$ cat src/core/rxt_pkg.sv
// Package: register map, field layout, reset values and types of the block
package rxt_pkg;

	// Register indices; the byte address is four times the index
	localparam logic [7:0] IDX_DEVIATION  = 8'h15;
	localparam logic [7:0] IDX_RX_TIMEOUT = 8'h16;
	localparam logic [7:0] IDX_PACKET_END = 8'h17;
	localparam logic [7:0] IDX_RADIO_CFG  = 8'h40;
	localparam logic [7:0] IDX_STATUS     = 8'h41;

	// Field positions inside the register words
	localparam int RXT_RSSI_POS  = 4;
	localparam int RXT_QUAL_POS  = 3;
	localparam int RXT_TIME_POS  = 0;
	localparam int PE_CCA_POS    = 4;
	localparam int PE_RXOFF_POS  = 2;
	localparam int PE_TXOFF_POS  = 0;
	localparam int DEV_E_POS     = 4;
	localparam int DEV_M_POS     = 0;
	localparam int CFG_EVENT_POS = 0;
	localparam int CFG_RES_POS   = 16;
	localparam int CFG_MOD_POS   = 20;
	localparam int ST_STATE_POS  = 0;
	localparam int ST_CCA_POS    = 4;
	localparam int ST_CS_POS     = 5;
	localparam int ST_SYNC_POS   = 6;
	localparam int ST_TOUT_POS   = 7;

	// Reset values
	localparam logic [2:0]  RX_TIME_RST = 3'h7;
	localparam logic [1:0]  CCA_RST     = 2'h3;
	localparam logic [1:0]  RXOFF_RST   = 2'h0;
	localparam logic [1:0]  TXOFF_RST   = 2'h0;
	localparam logic [2:0]  DEV_E_RST   = 3'h4;
	localparam logic [2:0]  DEV_M_RST   = 3'h7;
	localparam logic [15:0] EVENT_RST   = 16'h8000;
	localparam logic [1:0]  RES_RST     = 2'h0;

	// Timeout constants and bus word size
	localparam logic [2:0] RX_TIME_OFF = 3'h7;
	localparam logic [3:0] ASK_SYMBOLS = 4'h8;
	localparam logic [3:0] EVENT_DROP  = 4'h3;
	localparam logic [2:0] HSIZE_WORD  = 3'h2;

	typedef enum logic [1:0] {ST_IDLE, ST_SYNTH_ON_READY_STATE, ST_TX, ST_RX} rxt_state_e;
	typedef enum logic [1:0] {MOD_2FSK, MOD_GFSK, MOD_ASK, MOD_MSK} rxt_mod_e;

	typedef struct packed {
		logic       carrier_sense_rx_end;
		logic       timeout_quality_check;
		logic [2:0] rx_time;
		logic [1:0] clear_channel_select;
		logic [1:0] after_receive_state;
		logic [1:0] after_transmit_state;
		logic [2:0] dev_e;
		logic [2:0] dev_m;
		logic [15:0] wake_event_period;
		logic [1:0] wake_timer_resolution;
		rxt_mod_e   modulation;
	} rxt_cfg_s;

	localparam rxt_cfg_s CFG_RST = '{1'b0, 1'b0, RX_TIME_RST, CCA_RST,
		RXOFF_RST, TXOFF_RST, DEV_E_RST, DEV_M_RST, EVENT_RST, RES_RST,
		MOD_2FSK};

	typedef struct packed {
		logic rx_start;
		logic tx_start;
		logic idle_cmd;
		logic pkt_rx_done;
		logic pkt_tx_done;
		logic sync_found;
		logic preamble_quality_flag;
		logic carrier_sense;
		logic receiving_pkt;
		logic symbol_tick;
		logic rc_tick;
	} rxt_radio_in_s;

	typedef struct packed {
		rxt_cfg_s   cfg;
		rxt_state_e rstate;
		logic       dp_wr;
		logic       dp_rd;
		logic [7:0] dp_idx;
		logic [31:0] hrdata;
		logic       ready;
		logic [3:0] sym_cnt;
		logic       cs_seen;
		logic       sync_seen;
		logic       tout_seen;
		logic       rx_end;
		logic       nxt_valid;
		logic       cca;
		logic       dev_active;
	} rxt_core_s;

endpackage : rxt_pkg

$ cat src/core/rxt_rx_timer.sv
// Sync-search timeout counter running on RC oscillator ticks
`timescale 1ns/1ps
module rxt_rx_timer #(
	parameter int EVENT_W = 16
) (
	input  wire logic               core_clk_in,
	input  wire logic               resetn_in,
	input  wire logic               start_in,
	input  wire logic               run_in,
	input  wire logic               rc_tick_in,
	input  wire logic [EVENT_W-1:0] event_period_in,
	input  wire logic [2:0]         rx_time_in,
	input  wire logic [1:0]         res_in,
	output logic                    expire_out
);

	typedef struct packed {
		logic [EVENT_W-1:0] cnt;
		logic [EVENT_W-1:0] tgt;
		logic [3:0]         pre;
		logic [3:0]         lim;
		logic               active;
		logic               expire;
		logic [31:0]        ticks;
	} rxt_timer_s;

	rxt_timer_s s_ff, nxt_s;

	if (EVENT_W < 10) begin : g_bad_width
		$error("EVENT_W too small for the timeout shift");
	end

	// RC periods per count unit grow with the wake timer resolution
	function automatic logic [3:0] unit_len(input logic [1:0] res);
		unit_len = 4'h1 + {res, 2'b00};
	endfunction : unit_len

	// drop LSBs per step
	// scaled event period
	always_comb begin
		nxt_s = s_ff;
		nxt_s.expire = 1'b0;
		if (!run_in)
			nxt_s.active = 1'b0;
		if (start_in) begin
			nxt_s.cnt = '0;
			nxt_s.pre = 4'h0;
			nxt_s.ticks = 32'h0;
			nxt_s.tgt = event_period_in >>
				(rxt_pkg::EVENT_DROP + {1'b0, rx_time_in});
			nxt_s.lim = unit_len(res_in);
			// setting 7 disables
			nxt_s.active = (rx_time_in != rxt_pkg::RX_TIME_OFF);
		end else if (s_ff.active && run_in && rc_tick_in) begin
			// Tick count kept only for the span check
			nxt_s.ticks = s_ff.ticks + 32'h1;
			if (s_ff.pre == s_ff.lim - 4'h1) begin
				nxt_s.pre = 4'h0;
				if (s_ff.cnt + 1'b1 >= s_ff.tgt) begin
					nxt_s.expire = 1'b1;
					nxt_s.active = 1'b0;
				end else begin
					nxt_s.cnt = s_ff.cnt + 1'b1;
				end
			end else begin
				nxt_s.pre = s_ff.pre + 4'h1;
			end
		end
	end

	// State register
	always_ff @(posedge core_clk_in or negedge resetn_in) begin
		if (!resetn_in)
			s_ff <= '0;
		else
			s_ff <= nxt_s;
	end

	assign expire_out = s_ff.expire;
endmodule : rxt_rx_timer

$ cat src/core/rxt_core.sv
// Radio state machine control: RX timeout, clear channel and off states
// Summary of operation
// Carrier-sense bit ends RX; ASK/OOK ends if no carrier in 8 symbols.
// At timeout keep RX on sync, or on sync or preamble quality when set.
// Three-bit timeout field, reset 7; value 7 means no timeout.
// Timeout length is event period scaled by setting and resolution.
// Software keeps wake timer resolution at 0 or 1 with wake-on-radio.
// Software enables the RC oscillator before using settings 0 to 6.
// Counter uses 13 upper event bits at 0, one fewer per step.
// Clear-channel select, reset 3, picks always, RSSI, not receiving, both.
// After-receive field, reset 0: idle, synth on, transmit, stay receive.
// Software avoids transmit or synth-on after receive with clear channel.
// After-transmit field, reset 0: idle, synth on, stay transmit, receive.
// Deviation applies in FSK/GFSK receive; none in MSK/ASK/OOK receive.
// Unused upper bits of both control registers read zero, ignore writes.
`timescale 1ns/1ps
module rxt_core (
	input  wire logic                  core_clk_in,
	input  wire logic                  resetn_in,
	input  wire logic                  hsel_in,
	input  wire logic [31:0]           haddr_in,
	input  wire logic [1:0]            htrans_in,
	input  wire logic                  hwrite_in,
	input  wire logic [2:0]            hsize_in,
	input  wire logic [31:0]           hwdata_in,
	input  wire logic                  hready_in,
	output logic [31:0]                hrdata_out,
	output logic                       hreadyout_out,
	output logic                       hresp_out,
	input  wire rxt_pkg::rxt_radio_in_s radio_in,
	output rxt_pkg::rxt_state_e        radio_state_out,
	output logic                       next_state_valid_out,
	output logic                       rx_end_out,
	output logic                       clear_channel_out,
	output logic                       dev_active_out,
	output logic [2:0]                 dev_exp_out,
	output logic [2:0]                 dev_mant_out
);

	rxt_pkg::rxt_core_s s_ff, nxt_s;
	logic               rx_enter;
	logic               timer_expire;
	logic [7:0]         status;

	// Map an off-mode code onto the next radio state
	function automatic rxt_pkg::rxt_state_e off_state(input logic [1:0] code);
		unique case (code)
			2'h0: off_state = rxt_pkg::ST_IDLE;
			2'h1: off_state = rxt_pkg::ST_SYNTH_ON_READY_STATE;
			2'h2: off_state = rxt_pkg::ST_TX;
			2'h3: off_state = rxt_pkg::ST_RX;
		endcase
	endfunction : off_state

	// clear channel modes
	function automatic logic cca_calc(input logic [1:0] sel, input logic cs,
		input logic rx_pkt);
		unique case (sel)
			2'h0: cca_calc = 1'b1;
			2'h1: cca_calc = !cs;
			2'h2: cca_calc = !rx_pkt;
			2'h3: cca_calc = !cs && !rx_pkt;
		endcase
	endfunction : cca_calc

	// Apply a register write to the configuration image
	function automatic rxt_pkg::rxt_cfg_s wr_cfg(input logic [7:0] idx,
		input rxt_pkg::rxt_cfg_s c, input logic [31:0] d);
		wr_cfg = c;
		// upper bits dropped
		unique case (idx)
			rxt_pkg::IDX_RX_TIMEOUT: begin
				wr_cfg.carrier_sense_rx_end  = d[rxt_pkg::RXT_RSSI_POS];
				wr_cfg.timeout_quality_check = d[rxt_pkg::RXT_QUAL_POS];
				wr_cfg.rx_time = d[rxt_pkg::RXT_TIME_POS +: 3];
			end
			rxt_pkg::IDX_PACKET_END: begin
				wr_cfg.clear_channel_select = d[rxt_pkg::PE_CCA_POS +: 2];
				wr_cfg.after_receive_state  = d[rxt_pkg::PE_RXOFF_POS +: 2];
				wr_cfg.after_transmit_state = d[rxt_pkg::PE_TXOFF_POS +: 2];
			end
			rxt_pkg::IDX_DEVIATION: begin
				wr_cfg.dev_e = d[rxt_pkg::DEV_E_POS +: 3];
				wr_cfg.dev_m = d[rxt_pkg::DEV_M_POS +: 3];
			end
			rxt_pkg::IDX_RADIO_CFG: begin
				wr_cfg.wake_event_period = d[rxt_pkg::CFG_EVENT_POS +: 16];
				wr_cfg.wake_timer_resolution = d[rxt_pkg::CFG_RES_POS +: 2];
				wr_cfg.modulation =
					rxt_pkg::rxt_mod_e'(d[rxt_pkg::CFG_MOD_POS +: 2]);
			end
			default: wr_cfg = c;
		endcase
	endfunction : wr_cfg

	// Build the read word of one register
	function automatic logic [31:0] rd_word(input logic [7:0] idx,
		input rxt_pkg::rxt_cfg_s c, input logic [7:0] st);
		rd_word = 32'h0;
		// unused bits read zero
		unique case (idx)
			rxt_pkg::IDX_RX_TIMEOUT: begin
				rd_word[rxt_pkg::RXT_RSSI_POS] = c.carrier_sense_rx_end;
				rd_word[rxt_pkg::RXT_QUAL_POS] = c.timeout_quality_check;
				rd_word[rxt_pkg::RXT_TIME_POS +: 3] = c.rx_time;
			end
			rxt_pkg::IDX_PACKET_END: begin
				rd_word[rxt_pkg::PE_CCA_POS +: 2] = c.clear_channel_select;
				rd_word[rxt_pkg::PE_RXOFF_POS +: 2] = c.after_receive_state;
				rd_word[rxt_pkg::PE_TXOFF_POS +: 2] = c.after_transmit_state;
			end
			rxt_pkg::IDX_DEVIATION: begin
				rd_word[rxt_pkg::DEV_E_POS +: 3] = c.dev_e;
				rd_word[rxt_pkg::DEV_M_POS +: 3] = c.dev_m;
			end
			rxt_pkg::IDX_RADIO_CFG: begin
				rd_word[rxt_pkg::CFG_EVENT_POS +: 16] = c.wake_event_period;
				rd_word[rxt_pkg::CFG_RES_POS +: 2] = c.wake_timer_resolution;
				rd_word[rxt_pkg::CFG_MOD_POS +: 2] = c.modulation;
			end
			rxt_pkg::IDX_STATUS: rd_word[7:0] = st;
			default: rd_word = 32'h0;
		endcase
	endfunction : rd_word

	// Status word shows the live state of the block
	always_comb begin
		status = 8'h0;
		status[rxt_pkg::ST_STATE_POS +: 2] = s_ff.rstate;
		status[rxt_pkg::ST_CCA_POS]  = s_ff.cca;
		status[rxt_pkg::ST_CS_POS]   = s_ff.cs_seen;
		status[rxt_pkg::ST_SYNC_POS] = s_ff.sync_seen;
		status[rxt_pkg::ST_TOUT_POS] = s_ff.tout_seen;
	end

	// Bus slave and radio state machine
	always_comb begin
		logic keep;
		logic ask_fail;
		logic cs_drop;
		logic addr_ok;
		keep = 1'b0;
		ask_fail = 1'b0;
		cs_drop = 1'b0;
		addr_ok = (haddr_in[31:10] == 22'h0);
		nxt_s = s_ff;
		rx_enter = 1'b0;
		nxt_s.rx_end = 1'b0;
		nxt_s.nxt_valid = 1'b0;
		nxt_s.ready = 1'b1;
		// Data phase write lands before a following read is answered
		if (s_ff.dp_wr)
			nxt_s.cfg = wr_cfg(s_ff.dp_idx, s_ff.cfg, hwdata_in);
		nxt_s.dp_wr = 1'b0;
		nxt_s.dp_rd = 1'b0;
		if (hsel_in && hready_in && htrans_in[1]) begin
			nxt_s.dp_idx = haddr_in[9:2];
			nxt_s.dp_wr = hwrite_in && addr_ok && hsize_in == rxt_pkg::HSIZE_WORD;
			nxt_s.dp_rd = !hwrite_in;
			if (!hwrite_in)
				nxt_s.hrdata = addr_ok ?
					rd_word(haddr_in[9:2], nxt_s.cfg, status) : 32'h0;
		end

		unique case (s_ff.rstate)
			rxt_pkg::ST_IDLE, rxt_pkg::ST_SYNTH_ON_READY_STATE: begin
				if (radio_in.rx_start) begin
					nxt_s.rstate = rxt_pkg::ST_RX;
					rx_enter = 1'b1;
				end else if (radio_in.tx_start) begin
					nxt_s.rstate = rxt_pkg::ST_TX;
				end
			end
			rxt_pkg::ST_RX: begin
				if (radio_in.symbol_tick && s_ff.sym_cnt != rxt_pkg::ASK_SYMBOLS)
					nxt_s.sym_cnt = s_ff.sym_cnt + 4'h1;
				nxt_s.cs_seen = s_ff.cs_seen | radio_in.carrier_sense;
				nxt_s.sync_seen = s_ff.sync_seen | radio_in.sync_found;
				// quality check
				keep = nxt_s.sync_seen || (s_ff.cfg.timeout_quality_check &&
					radio_in.preamble_quality_flag);
				// ASK carrier window
				ask_fail = s_ff.cfg.carrier_sense_rx_end &&
					s_ff.cfg.modulation == rxt_pkg::MOD_ASK &&
					s_ff.sym_cnt == rxt_pkg::ASK_SYMBOLS && !nxt_s.cs_seen;
				// carrier lost ends RX
				cs_drop = s_ff.cfg.carrier_sense_rx_end &&
					s_ff.cfg.modulation != rxt_pkg::MOD_ASK && s_ff.cs_seen &&
					!radio_in.carrier_sense && !radio_in.receiving_pkt &&
					!nxt_s.sync_seen;
				if (radio_in.pkt_rx_done) begin
					// after-receive state
					nxt_s.rstate = off_state(s_ff.cfg.after_receive_state);
					nxt_s.nxt_valid = 1'b1;
					rx_enter = (nxt_s.rstate == rxt_pkg::ST_RX);
				end else if ((timer_expire && !keep) || ask_fail || cs_drop) begin
					nxt_s.rstate = rxt_pkg::ST_IDLE;
					nxt_s.rx_end = 1'b1;
					nxt_s.tout_seen = 1'b1;
				end
			end
			rxt_pkg::ST_TX: begin
				if (radio_in.pkt_tx_done) begin
					// after-transmit state
					nxt_s.rstate = off_state(s_ff.cfg.after_transmit_state);
					nxt_s.nxt_valid = 1'b1;
					rx_enter = (nxt_s.rstate == rxt_pkg::ST_RX);
				end
			end
		endcase

		// Idle command overrides every transition
		if (radio_in.idle_cmd) begin
			nxt_s.rstate = rxt_pkg::ST_IDLE;
			rx_enter = 1'b0;
		end
		// Fresh RX attempt clears the search flags
		if (rx_enter) begin
			nxt_s.sym_cnt = 4'h0;
			nxt_s.cs_seen = 1'b0;
			nxt_s.sync_seen = 1'b0;
			nxt_s.tout_seen = 1'b0;
		end

		// clear channel output
		nxt_s.cca = cca_calc(s_ff.cfg.clear_channel_select,
			radio_in.carrier_sense, radio_in.receiving_pkt);
		// deviation use
		unique case (nxt_s.rstate)
			rxt_pkg::ST_RX: nxt_s.dev_active =
				s_ff.cfg.modulation == rxt_pkg::MOD_2FSK ||
				s_ff.cfg.modulation == rxt_pkg::MOD_GFSK;
			rxt_pkg::ST_TX: nxt_s.dev_active =
				s_ff.cfg.modulation != rxt_pkg::MOD_ASK;
			default: nxt_s.dev_active = 1'b0;
		endcase
	end

	// State register
	always_ff @(posedge core_clk_in or negedge resetn_in) begin
		if (!resetn_in) begin
			s_ff <= '0;
			s_ff.cfg <= rxt_pkg::CFG_RST;
			s_ff.rstate <= rxt_pkg::ST_IDLE;
			s_ff.cca <= 1'b1;
		end else begin
			s_ff <= nxt_s;
		end
	end

	// Sync-search timeout counter
	rxt_rx_timer #(
		.EVENT_W (16)
	) u_timer (
		.core_clk_in     (core_clk_in),
		.resetn_in       (resetn_in),
		.start_in        (rx_enter),
		.run_in          (nxt_s.rstate == rxt_pkg::ST_RX),
		.rc_tick_in      (radio_in.rc_tick),
		.event_period_in (s_ff.cfg.wake_event_period),
		.rx_time_in      (s_ff.cfg.rx_time),
		.res_in          (s_ff.cfg.wake_timer_resolution),
		.expire_out      (timer_expire)
	);

	// Outputs straight from the state register, except hresp_out tied to 0
	assign hrdata_out           = s_ff.hrdata;
	assign hreadyout_out        = s_ff.ready;
	assign hresp_out            = 1'b0;
	assign radio_state_out      = s_ff.rstate;
	assign next_state_valid_out = s_ff.nxt_valid;
	assign rx_end_out           = s_ff.rx_end;
	assign clear_channel_out    = s_ff.cca;
	assign dev_active_out       = s_ff.dev_active;
	assign dev_exp_out          = s_ff.cfg.dev_e;
	assign dev_mant_out         = s_ff.cfg.dev_m;
endmodule : rxt_core

$ cat config.mk
export PLATFORM = sky130hd
export DESIGN_NAME = rxt_core
export DESIGN_NICKNAME = d
export VERILOG_FILES = /design/src/core/rxt_pkg.sv /design/src/core/rxt_rx_timer.sv /design/src/core/rxt_core.sv
export SDC_FILE = /design/constraint.sdc
export NUM_CORES = 1
export LEC_CHECK = 0
export ABC_AREA = 1
export BUFFER_PORTS_ARGS = -buffer_cell sky130_fd_sc_hd__buf_2
export CAP_MARGIN = 20
export CORE_MARGIN = 1.5
export CORE_UTILIZATION = 44
export CTS_CLUSTER_SIZE = 14
export DETAILED_ROUTE_END_ITERATION = 10
export PLACE_DENSITY = 0.68
export SLEW_MARGIN = 20
export SYNTH_ARGS = -nofsm -noshare
export SYNTH_HDL_FRONTEND = slang
export SYNTH_HIERARCHICAL = 1
export SYNTH_SLANG_ARGS = --single-unit
$ cat constraint.sdc
create_clock -name core_clk_in -period 5.6 [get_ports core_clk_in]
set_input_delay 0.84 -clock core_clk_in [delete_from_list [all_inputs] [get_ports core_clk_in]]
set_output_delay 0.84 -clock core_clk_in [all_outputs]
set_load 0.02 [all_outputs]
==> parameters.txt, run 1 <==
Parameter                              Value

Clock network
  Resized Gates After CTS ... 0
  Clock slew at the register clock pins of the worst setup and hold paths ... 0.06 ns
  # H-tree levels ... 4
  Worst-case clock buffer depth ... 2
  Total of hold buffers inserted after clock tree synthesis ... 0
  Number of buffers added by the clock tree synthesis step ... 17
  Number of post-CTS setup repair buffers ... 0
  Insertion delay of the later-clocked pin in the worst-skew pair ... 0.41 ns
  Master cell of the clock root buffer ... clkbuf_16
  Clock sinks ... 118
  Clock tree from TritonCTS ... done

Critical path
  Crit path largest cell delay ... 0.45 ns
  Critical-path top delay cell ... dfrtp_1
  Max Fanout on Critical Path ... 15
  Worst reg2reg path depth ... 18
  Kind of end point of the critical path ... register
  Capture point of the worst reg-to-reg path ... u_timer/s_ff[73]$_DFFE_PN0P_
  WP data required ... 5.90 ns
  Crit Path Category ... register to register
  Reg2Reg Launch Point ... u_timer/s_ff[58]$_DFFE_PN0P_
  Data arrival time of the worst path ... 3.39 ns
  Most Frequent Cell on Critical Path ... inv_1
  Chain of cells forming the critical path ... ha_1, nand2_1, nor3_1, nand4_1, nor2_1, xor2_1, inv_1, ha_1, nand3_1, inv_1, nand3_1, nand2_1, inv_1, nand2_2, nand2_4, nand2_4, inv_2, nor2_1
  Type of origin of the critical path ... register
  Register-to-register path setup slack ... 2.51 ns

Power
  P_leak ... 4.35 nW
  Power density of the placed cells ... 324 nW/µm²
  Highest ir drop seen on vdd ... 0.000230 V

Drt
  Routed length per placed instance ... 13.4 µm
  DR pass1 iterations ... 5
  Drt initial violations ... 520
  Wirelength, routed ... 16200 µm
  DRC ... 0
  Vias per std cell ... 4.96
  Total number of vias ... 5967
  ANT nets after route ... 0

Status
  Run status ... completed

Yosys
  Average instance area after synthesis ... 7.71 µm²
  Yosys reg bits ... 118
  Ys async rst share ... 100%
  Leading register cell type out of synthesis ... dfrtp_1
  Proportion of synthesized chip area in sequential cells ... 42.5%
  Warnings, synthesis ... 6
  Post-synthesis instance area ... 6980 µm²
  Distinct cell type count of the synthesized netlist ... 47
  Cell count after synthesis ... 905
  Number of flops mapped to enable cells by yosys ... 0

Layout
  Post-synthesis to final-layout area growth ... 15.0%
  Most common cell after layout, fill and taps aside ... nand2_1
  Ant diodes ... 0
  Top library cells by usage in the layout, fill and taps aside ... nand2_1, inv_1, dfrtp_1, buf_2
  Fraction of layout instances using a drive strength above 1 ... 17.6%
  Net count, final ... 1081
  Non-filler instance count after layout ... 1202

Hold path
  Type of the most critical hold path ... register to register
  Worst hold start ... hrdata_out[11]$_DFFE_PN0P_
  Destination of the worst hold path ... hrdata_out[11]$_DFFE_PN0P_
  Hold Path Cell Cnt ... 2

Place
  DPL Wire Length ... 11800 µm
  Number of instances in the placed design ... 1170
  GPL Wtd Cong ... 0.846
  Number of port buffers ... 102

STA
  Final setup violating endpoints ... 0
  Final slew viol count ... 0
  Setup TNS Final ... 0 ns
  Setup repair after global routing missed its margin ... false
  Max Clock Skew ... 0.00911 ns
  Final hold vios ... 0
  Worst rel slew slack ... 39.5%
  Maximum achievable frequency ... 323 MHz
  Final period demand of the worst path ... 3.09 ns
  Final worst path period share ... 55.2%
  Slew at the pin with the worst max-slew slack ... 0.901 ns

Die
  DIE WIDTH ... 129 µm
  Num rows ... 45
  Total die area ... 16600 µm²
  Die Height ... 129 µm
  Placeable core region ... 15400 µm²
  Initial Utilization ... 45.4%
  Num ports ... 131

Global route
  Antenna violations before repair ... 0
  Wire length of the first global-routing pass ... 27200 µm
  GRT Residual Overflow ... 0
  Global router's overall resource usage ... 20.9%
  Pin count of the biggest net entering global routing ... 62
  Vias in the first global route ... 5683

Flow run
  Max-cap check violation count ... 0
worst max-delay path by stage:
| stage | start | end | cells after the start |
|---|---|---|---|
| finish | u_timer/s_ff[58]$_DFFE_PN0P_ | u_timer/s_ff[73]$_DFFE_PN0P_ | 18 |
| global route | u_timer/s_ff[58]$_DFFE_PN0P_ | u_timer/s_ff[63]$_DFFE_PN0P_ | 18 |
| CTS | u_timer/s_ff[58]$_DFFE_PN0P_ | u_timer/s_ff[73]$_DFFE_PN0P_ | 18 |
| detailed placement | radio_in[6] | u_timer/s_ff[43]$_DFFE_PN0P_ | 11 |
| global placement | radio_in[6] | u_timer/s_ff[43]$_DFFE_PN0P_ | 11 |
| floorplan | radio_in[6] | u_timer/s_ff[42]$_DFFE_PN0P_ | 11 |
sequential cells by signal (all words and copies together) (netlist names):
register              cells
clear_channel_out         1
hreadyout_out             1
radio_state_out           2
next_state_valid_out      1
u_timer/s_ff             37
dev_mant_out              3
dev_exp_out               3
u_timer/expire_out        1
hrdata_out               20
rx_end_out                1
s_ff                     47
dev_active_out            1
area by class of cell:
class                   instances  area (µm²)
well taps                     211         264
clock buffers                  24         482
inverters                     114         428
multi-input cells             623        3210
repair buffers                104         528
fillers                      1486        7340
clock inverters                 8         146
flip-flops and latches        118        2970
critical path: cells and delay by family, from the launching register on:
| kind | cells | cell delay [ns] |
|---|---|---|
| simple gates | 11 | 1.53 |
| fa+ha+maj | 2 | 0.47 |
| flops | 1 | 0.45 |
| buf+inv | 4 | 0.30 |
| xor+xnor | 1 | 0.23 |
synth_stat cells, types with 6 or more instances:
library cell / count / share of area (%)
nor2_1: 89 / 4.8
a21oi_1: 20 / 1.4
clkbuf_1: 13 / 0.70
and2_1: 20 / 1.8
mux2_4: 9 / 1.9
o22ai_1: 6 / 0.54
inv_1: 112 / 6.0
nor3_1: 9 / 0.65
o21ai_0: 26 / 1.9
nand4_1: 21 / 1.9
ha_1: 18 / 3.2
dfstp_2: 11 / 4.1
xor2_1: 6 / 0.75
o221ai_1: 8 / 1.0
nand3_1: 89 / 6.4
dfrtp_1: 107 / 38
nand2_1: 240 / 13
buf_4: 42 / 4.5
per-stage QoR:
stage          hold slack, ns  total power [mW]  util, %  worst slack [ns]  instance area, µm²
2_1_floorplan           0.443              1.33        -              2.94                7030
3_3_place_gp            0.459              1.44     48.1              2.50                7400
3_5_place_dp            0.460              1.46     48.1              2.46                7400
4_1_cts                 0.475              2.62     52.2              2.56                8030
5_1_grt                 0.498              2.75     52.2              2.13                8030
6_report                0.472              2.60     52.2              2.51                8030
cells by family (layout without fill, tap and decap cells):
family / count (synthesis) / after routing / synth area share (%)
buffers and inverters: 176 / 250 / 12.1
AND/OR/NAND/NOR: 488 / 488 / 31.3
flip-flops: 118 / 118 / 42.5
AO/OA/AOI/OAI: 79 / 79 / 6.85
other: 2 / 14 / 0.108
adder cells (fa/ha/maj): 18 / 18 / 3.23
multiplexers: 14 / 14 / 2.67
XOR/XNOR: 10 / 10 / 1.25
metal layers:
metal | GRT usage [%] | share of wire (%) | vias to the layer above
met4 | 7.27 | 1.4 | 0
met2 | 32.5 | 45 | 166
li1 | - | - | 2998
met5 | 0 | 0 | -
met3 | 4.49 | 5.1 | 23
met1 | 28.8 | 49 | 2780
power breakdown:
group          switching (mW)  leakage (nW)  internal (mW)  total (mW)
registers              0.0616          1.52          0.932       0.994
logic                   0.287          2.52          0.159       0.446
clock network           0.379         0.304          0.779        1.16
(Power assumes the default switching activity.)
==> inputs of run 2 (changes only) <==
Settings changed: PLACE_DENSITY 0.68 to 0.7.
Clock period 5.6 ns to 2.6 ns, I/O delays scaled along.
==> parameters.txt, run 2 (same netlist as run 1, synthesis figures left out) <==
Parameter                              Value

Layout
  Flip-flop count of the largest register after layout ... 47
  Net count, final ... 1112
  Ant diodes ... 0
  Sequential cell area ... 2970 µm²
  Post-synthesis to final-layout area growth ... 21.4%
  # fillers ... 1443
  Area of combinational cells with multiple inputs ... 3350 µm²
  Most common cell after layout, fill and taps aside ... nand2_1
  Final Util ... 55.1%
  Top library cells by usage in the layout, fill and taps aside ... nand2_1, inv_1, dfrtp_1, buf_2, nor2_1
  Fraction of layout instances using a drive strength above 1 ... 22.5%
  Register with the most flip-flops ... s_ff
  Final instance area ... 8470 µm²

Critical path
  Type of origin of the critical path ... register
  Worst Path Buf+Inv ... 4
  Worst setup path start ... u_timer/s_ff[59]$_DFFE_PN0P_
  Chain of cells forming the critical path ... ha_2, nand2_2, nor3_4, nand4_1, nor2_1, xor2_1, inv_1, ha_4, nand3_2, inv_2, nand3_2, nand2_1, inv_1, nand2_2, nand2_4, buf_12, nand3_1, nand2_1
  Critical-path top delay cell ... dfrtp_1
  Crit path largest cell delay ... 0.40 ns
  Crit Path Category ... register to register
  Reg2Reg Launch Point ... u_timer/s_ff[59]$_DFFE_PN0P_
  WP data required ... 2.91 ns
  Family of cells with the greatest summed delay on the critical path ... simple AND/OR/NAND/NOR gates
  Data arrival time of the worst path ... 2.90 ns
  Kind of end point of the critical path ... register
  Register-to-register path setup slack ... 0.006 ns
  Max Fanout on Critical Path ... 8

Global route
  Wire length of the first global-routing pass ... 27300 µm
  Global router's overall resource usage ... 21.0%
  Antenna violations before repair ... 0
  Vias in the first global route ... 5734
  Pin count of the biggest net entering global routing ... 45
  GRT Residual Overflow ... 0

STA
  Final period demand of the worst path ... 2.59 ns
  Max Clock Skew ... 0.00810 ns
  Final slew viol count ... 0
  Setup repair after global routing missed its margin ... true
  Final hold vios ... 0
  Setup slack of the critical path after layout ... 0.00575 ns
  Maximum achievable frequency ... 385 MHz
  Worst rel slew slack ... 58.6%
  Final-layout worst hold slack ... 0.214 ns
  Final worst path period share ... 99.8%
  Final setup violating endpoints ... 0
  Slew at the pin with the worst max-slew slack ... 0.620 ns

Power
  Highest ir drop seen on vdd ... 0.000497 V
  Power dissipated by switching net loads ... 1.70 mW
  Portion of total power attributed to combinational logic ... 20.8%
  Switching power share of the total ... 28.7%
  Clock network fraction of total power ... 43.2%
  P_leak ... 4.58 nW
  Sequential power share ... 35.9%
  Internal Dissipation ... 4.23 mW
  Power density of the placed cells ... 700 nW/µm²

Clock network
  # H-tree levels ... 4
  Clock slew at the register clock pins of the worst setup and hold paths ... 0.06 ns
  Insertion delay of the later-clocked pin in the worst-skew pair ... 0.42 ns
  Clock tree from TritonCTS ... done
  Clock sinks ... 118
  Worst-case clock buffer depth ... 2
  Master cell of the clock root buffer ... clkbuf_16
  Number of buffers added by the clock tree synthesis step ... 17

Place
  Placed cell area ... 7620 µm²
  Number of port buffers ... 102
  Placement-stage worst setup slack ... -0.00616 ns
  DPL Wire Length ... 12200 µm
  GPL Wtd Cong ... 0.923

Die
  Placeable core region ... 15400 µm²
  Die Height ... 129 µm
  Num ports ... 131
  Total die area ... 16600 µm²
  Initial Utilization ... 45.4%
  Num rows ... 45
  DIE WIDTH ... 129 µm

Status
  Run status ... completed

Drt
  ANT nets after route ... 0
  DR pass1 iterations ... 5
  Vias per std cell ... 4.98
  Wirelength, routed ... 16800 µm
  Total number of vias ... 6143
  Drt initial violations ... 438
  DRC ... 0
  Routed length per placed instance ... 13.7 µm

Flow run
  Max-cap check violation count ... 0

Hold path
  Type of the most critical hold path ... primary input to register
  Worst hold start ... hwdata_in[10]
## run 2: cell count changes in the layout (fill, tap and decap cells not counted), moves of 3 or more
cell and change:
ha_1 -3, buf_4 +26, buf_12 +4, nor2_2 +4
clkbuf_1 -3, nor2_1 -6, nand3_1 -7, nand3_2 +7
## run 2: per-layer routing
layer / vias to the layer above / track usage [%] / routed length (µm)
li1: 3062 / - / -
met1: 2853 / 28.7 / 7960
met2: 205 / 33.3 / 7660
met3: 23 / 4.37 / 939
met4: 0 / 7.60 / 276
met5: - / 0 / 0
## run 2: final cells by class
cell class                 count  share of cell area [%]
clock buffer                  19                    5.23
clock inverter                13                    2.41
inverter                     114                    5.11
multi-input combinational    623                    39.5
sequential                   118                    35.0
tap                          211                    3.12
timing repair buffer         135                    9.60
## run 2: stage by stage
step           total power, mW  setup TNS [ns]  instances
2_1_floorplan             2.87               0        917
3_3_place_gp              3.24               0       1193
3_5_place_dp              3.27         -0.0111       1193
4_1_cts                   5.89               0       1228
5_1_grt                   6.24           -1.92       1233
6_report                  5.93               0       1233
## run 2: power by group through the flow
stage               clock, mW  combinational, mW  sequential, mW
floorplan                   0              0.739            2.13
global placement            0               1.08            2.15
detailed placement          0               1.11            2.16
CTS                      2.61               1.15            2.13
global route             2.69               1.39            2.16
finish                   2.57               1.24            2.13
## run 2: worst reg2reg max path, stage by stage (launching register included)
cell	delay, ns
dfrtp_1	0.40
ha_2	0.22
nand2_2	0.07
nor3_4	0.13
nand4_1	0.12
nor2_1	0.15
xor2_1	0.20
inv_1	0.10
ha_4	0.27
nand3_2	0.08
inv_2	0.07
nand3_2	0.06
nand2_1	0.06
inv_1	0.04
nand2_2	0.10
nand2_4	0.11
buf_12	0.16
nand3_1	0.07
nand2_1	0.06
## run 2: what timing repair did
action,CTS,global route
buffers inserted,2,5
hold buffers,1,0
pin swaps,1,8
setup endpoints to repair,17,19
endpoints found under the hold margin,34,0
gates resized for setup,4,28
## run 2: final timing paths
| kind | to | depth (start not counted) |
|---|---|---|
| min | s_ff[70]$_DFF_PN0_ | 2 |
| max in group asynchronous | u_timer/s_ff[40]$_DFFE_PN0P_ | 3 |
| max reg2reg | u_timer/s_ff[61]$_DFFE_PN0P_ | 18 |
| max | u_timer/s_ff[61]$_DFFE_PN0P_ | 18 |
| min in group asynchronous | s_ff[50]$_DFFE_PN0P_ | 2 |
| min reg2reg | hrdata_out[1]$_DFFE_PN0P_ | 2 |
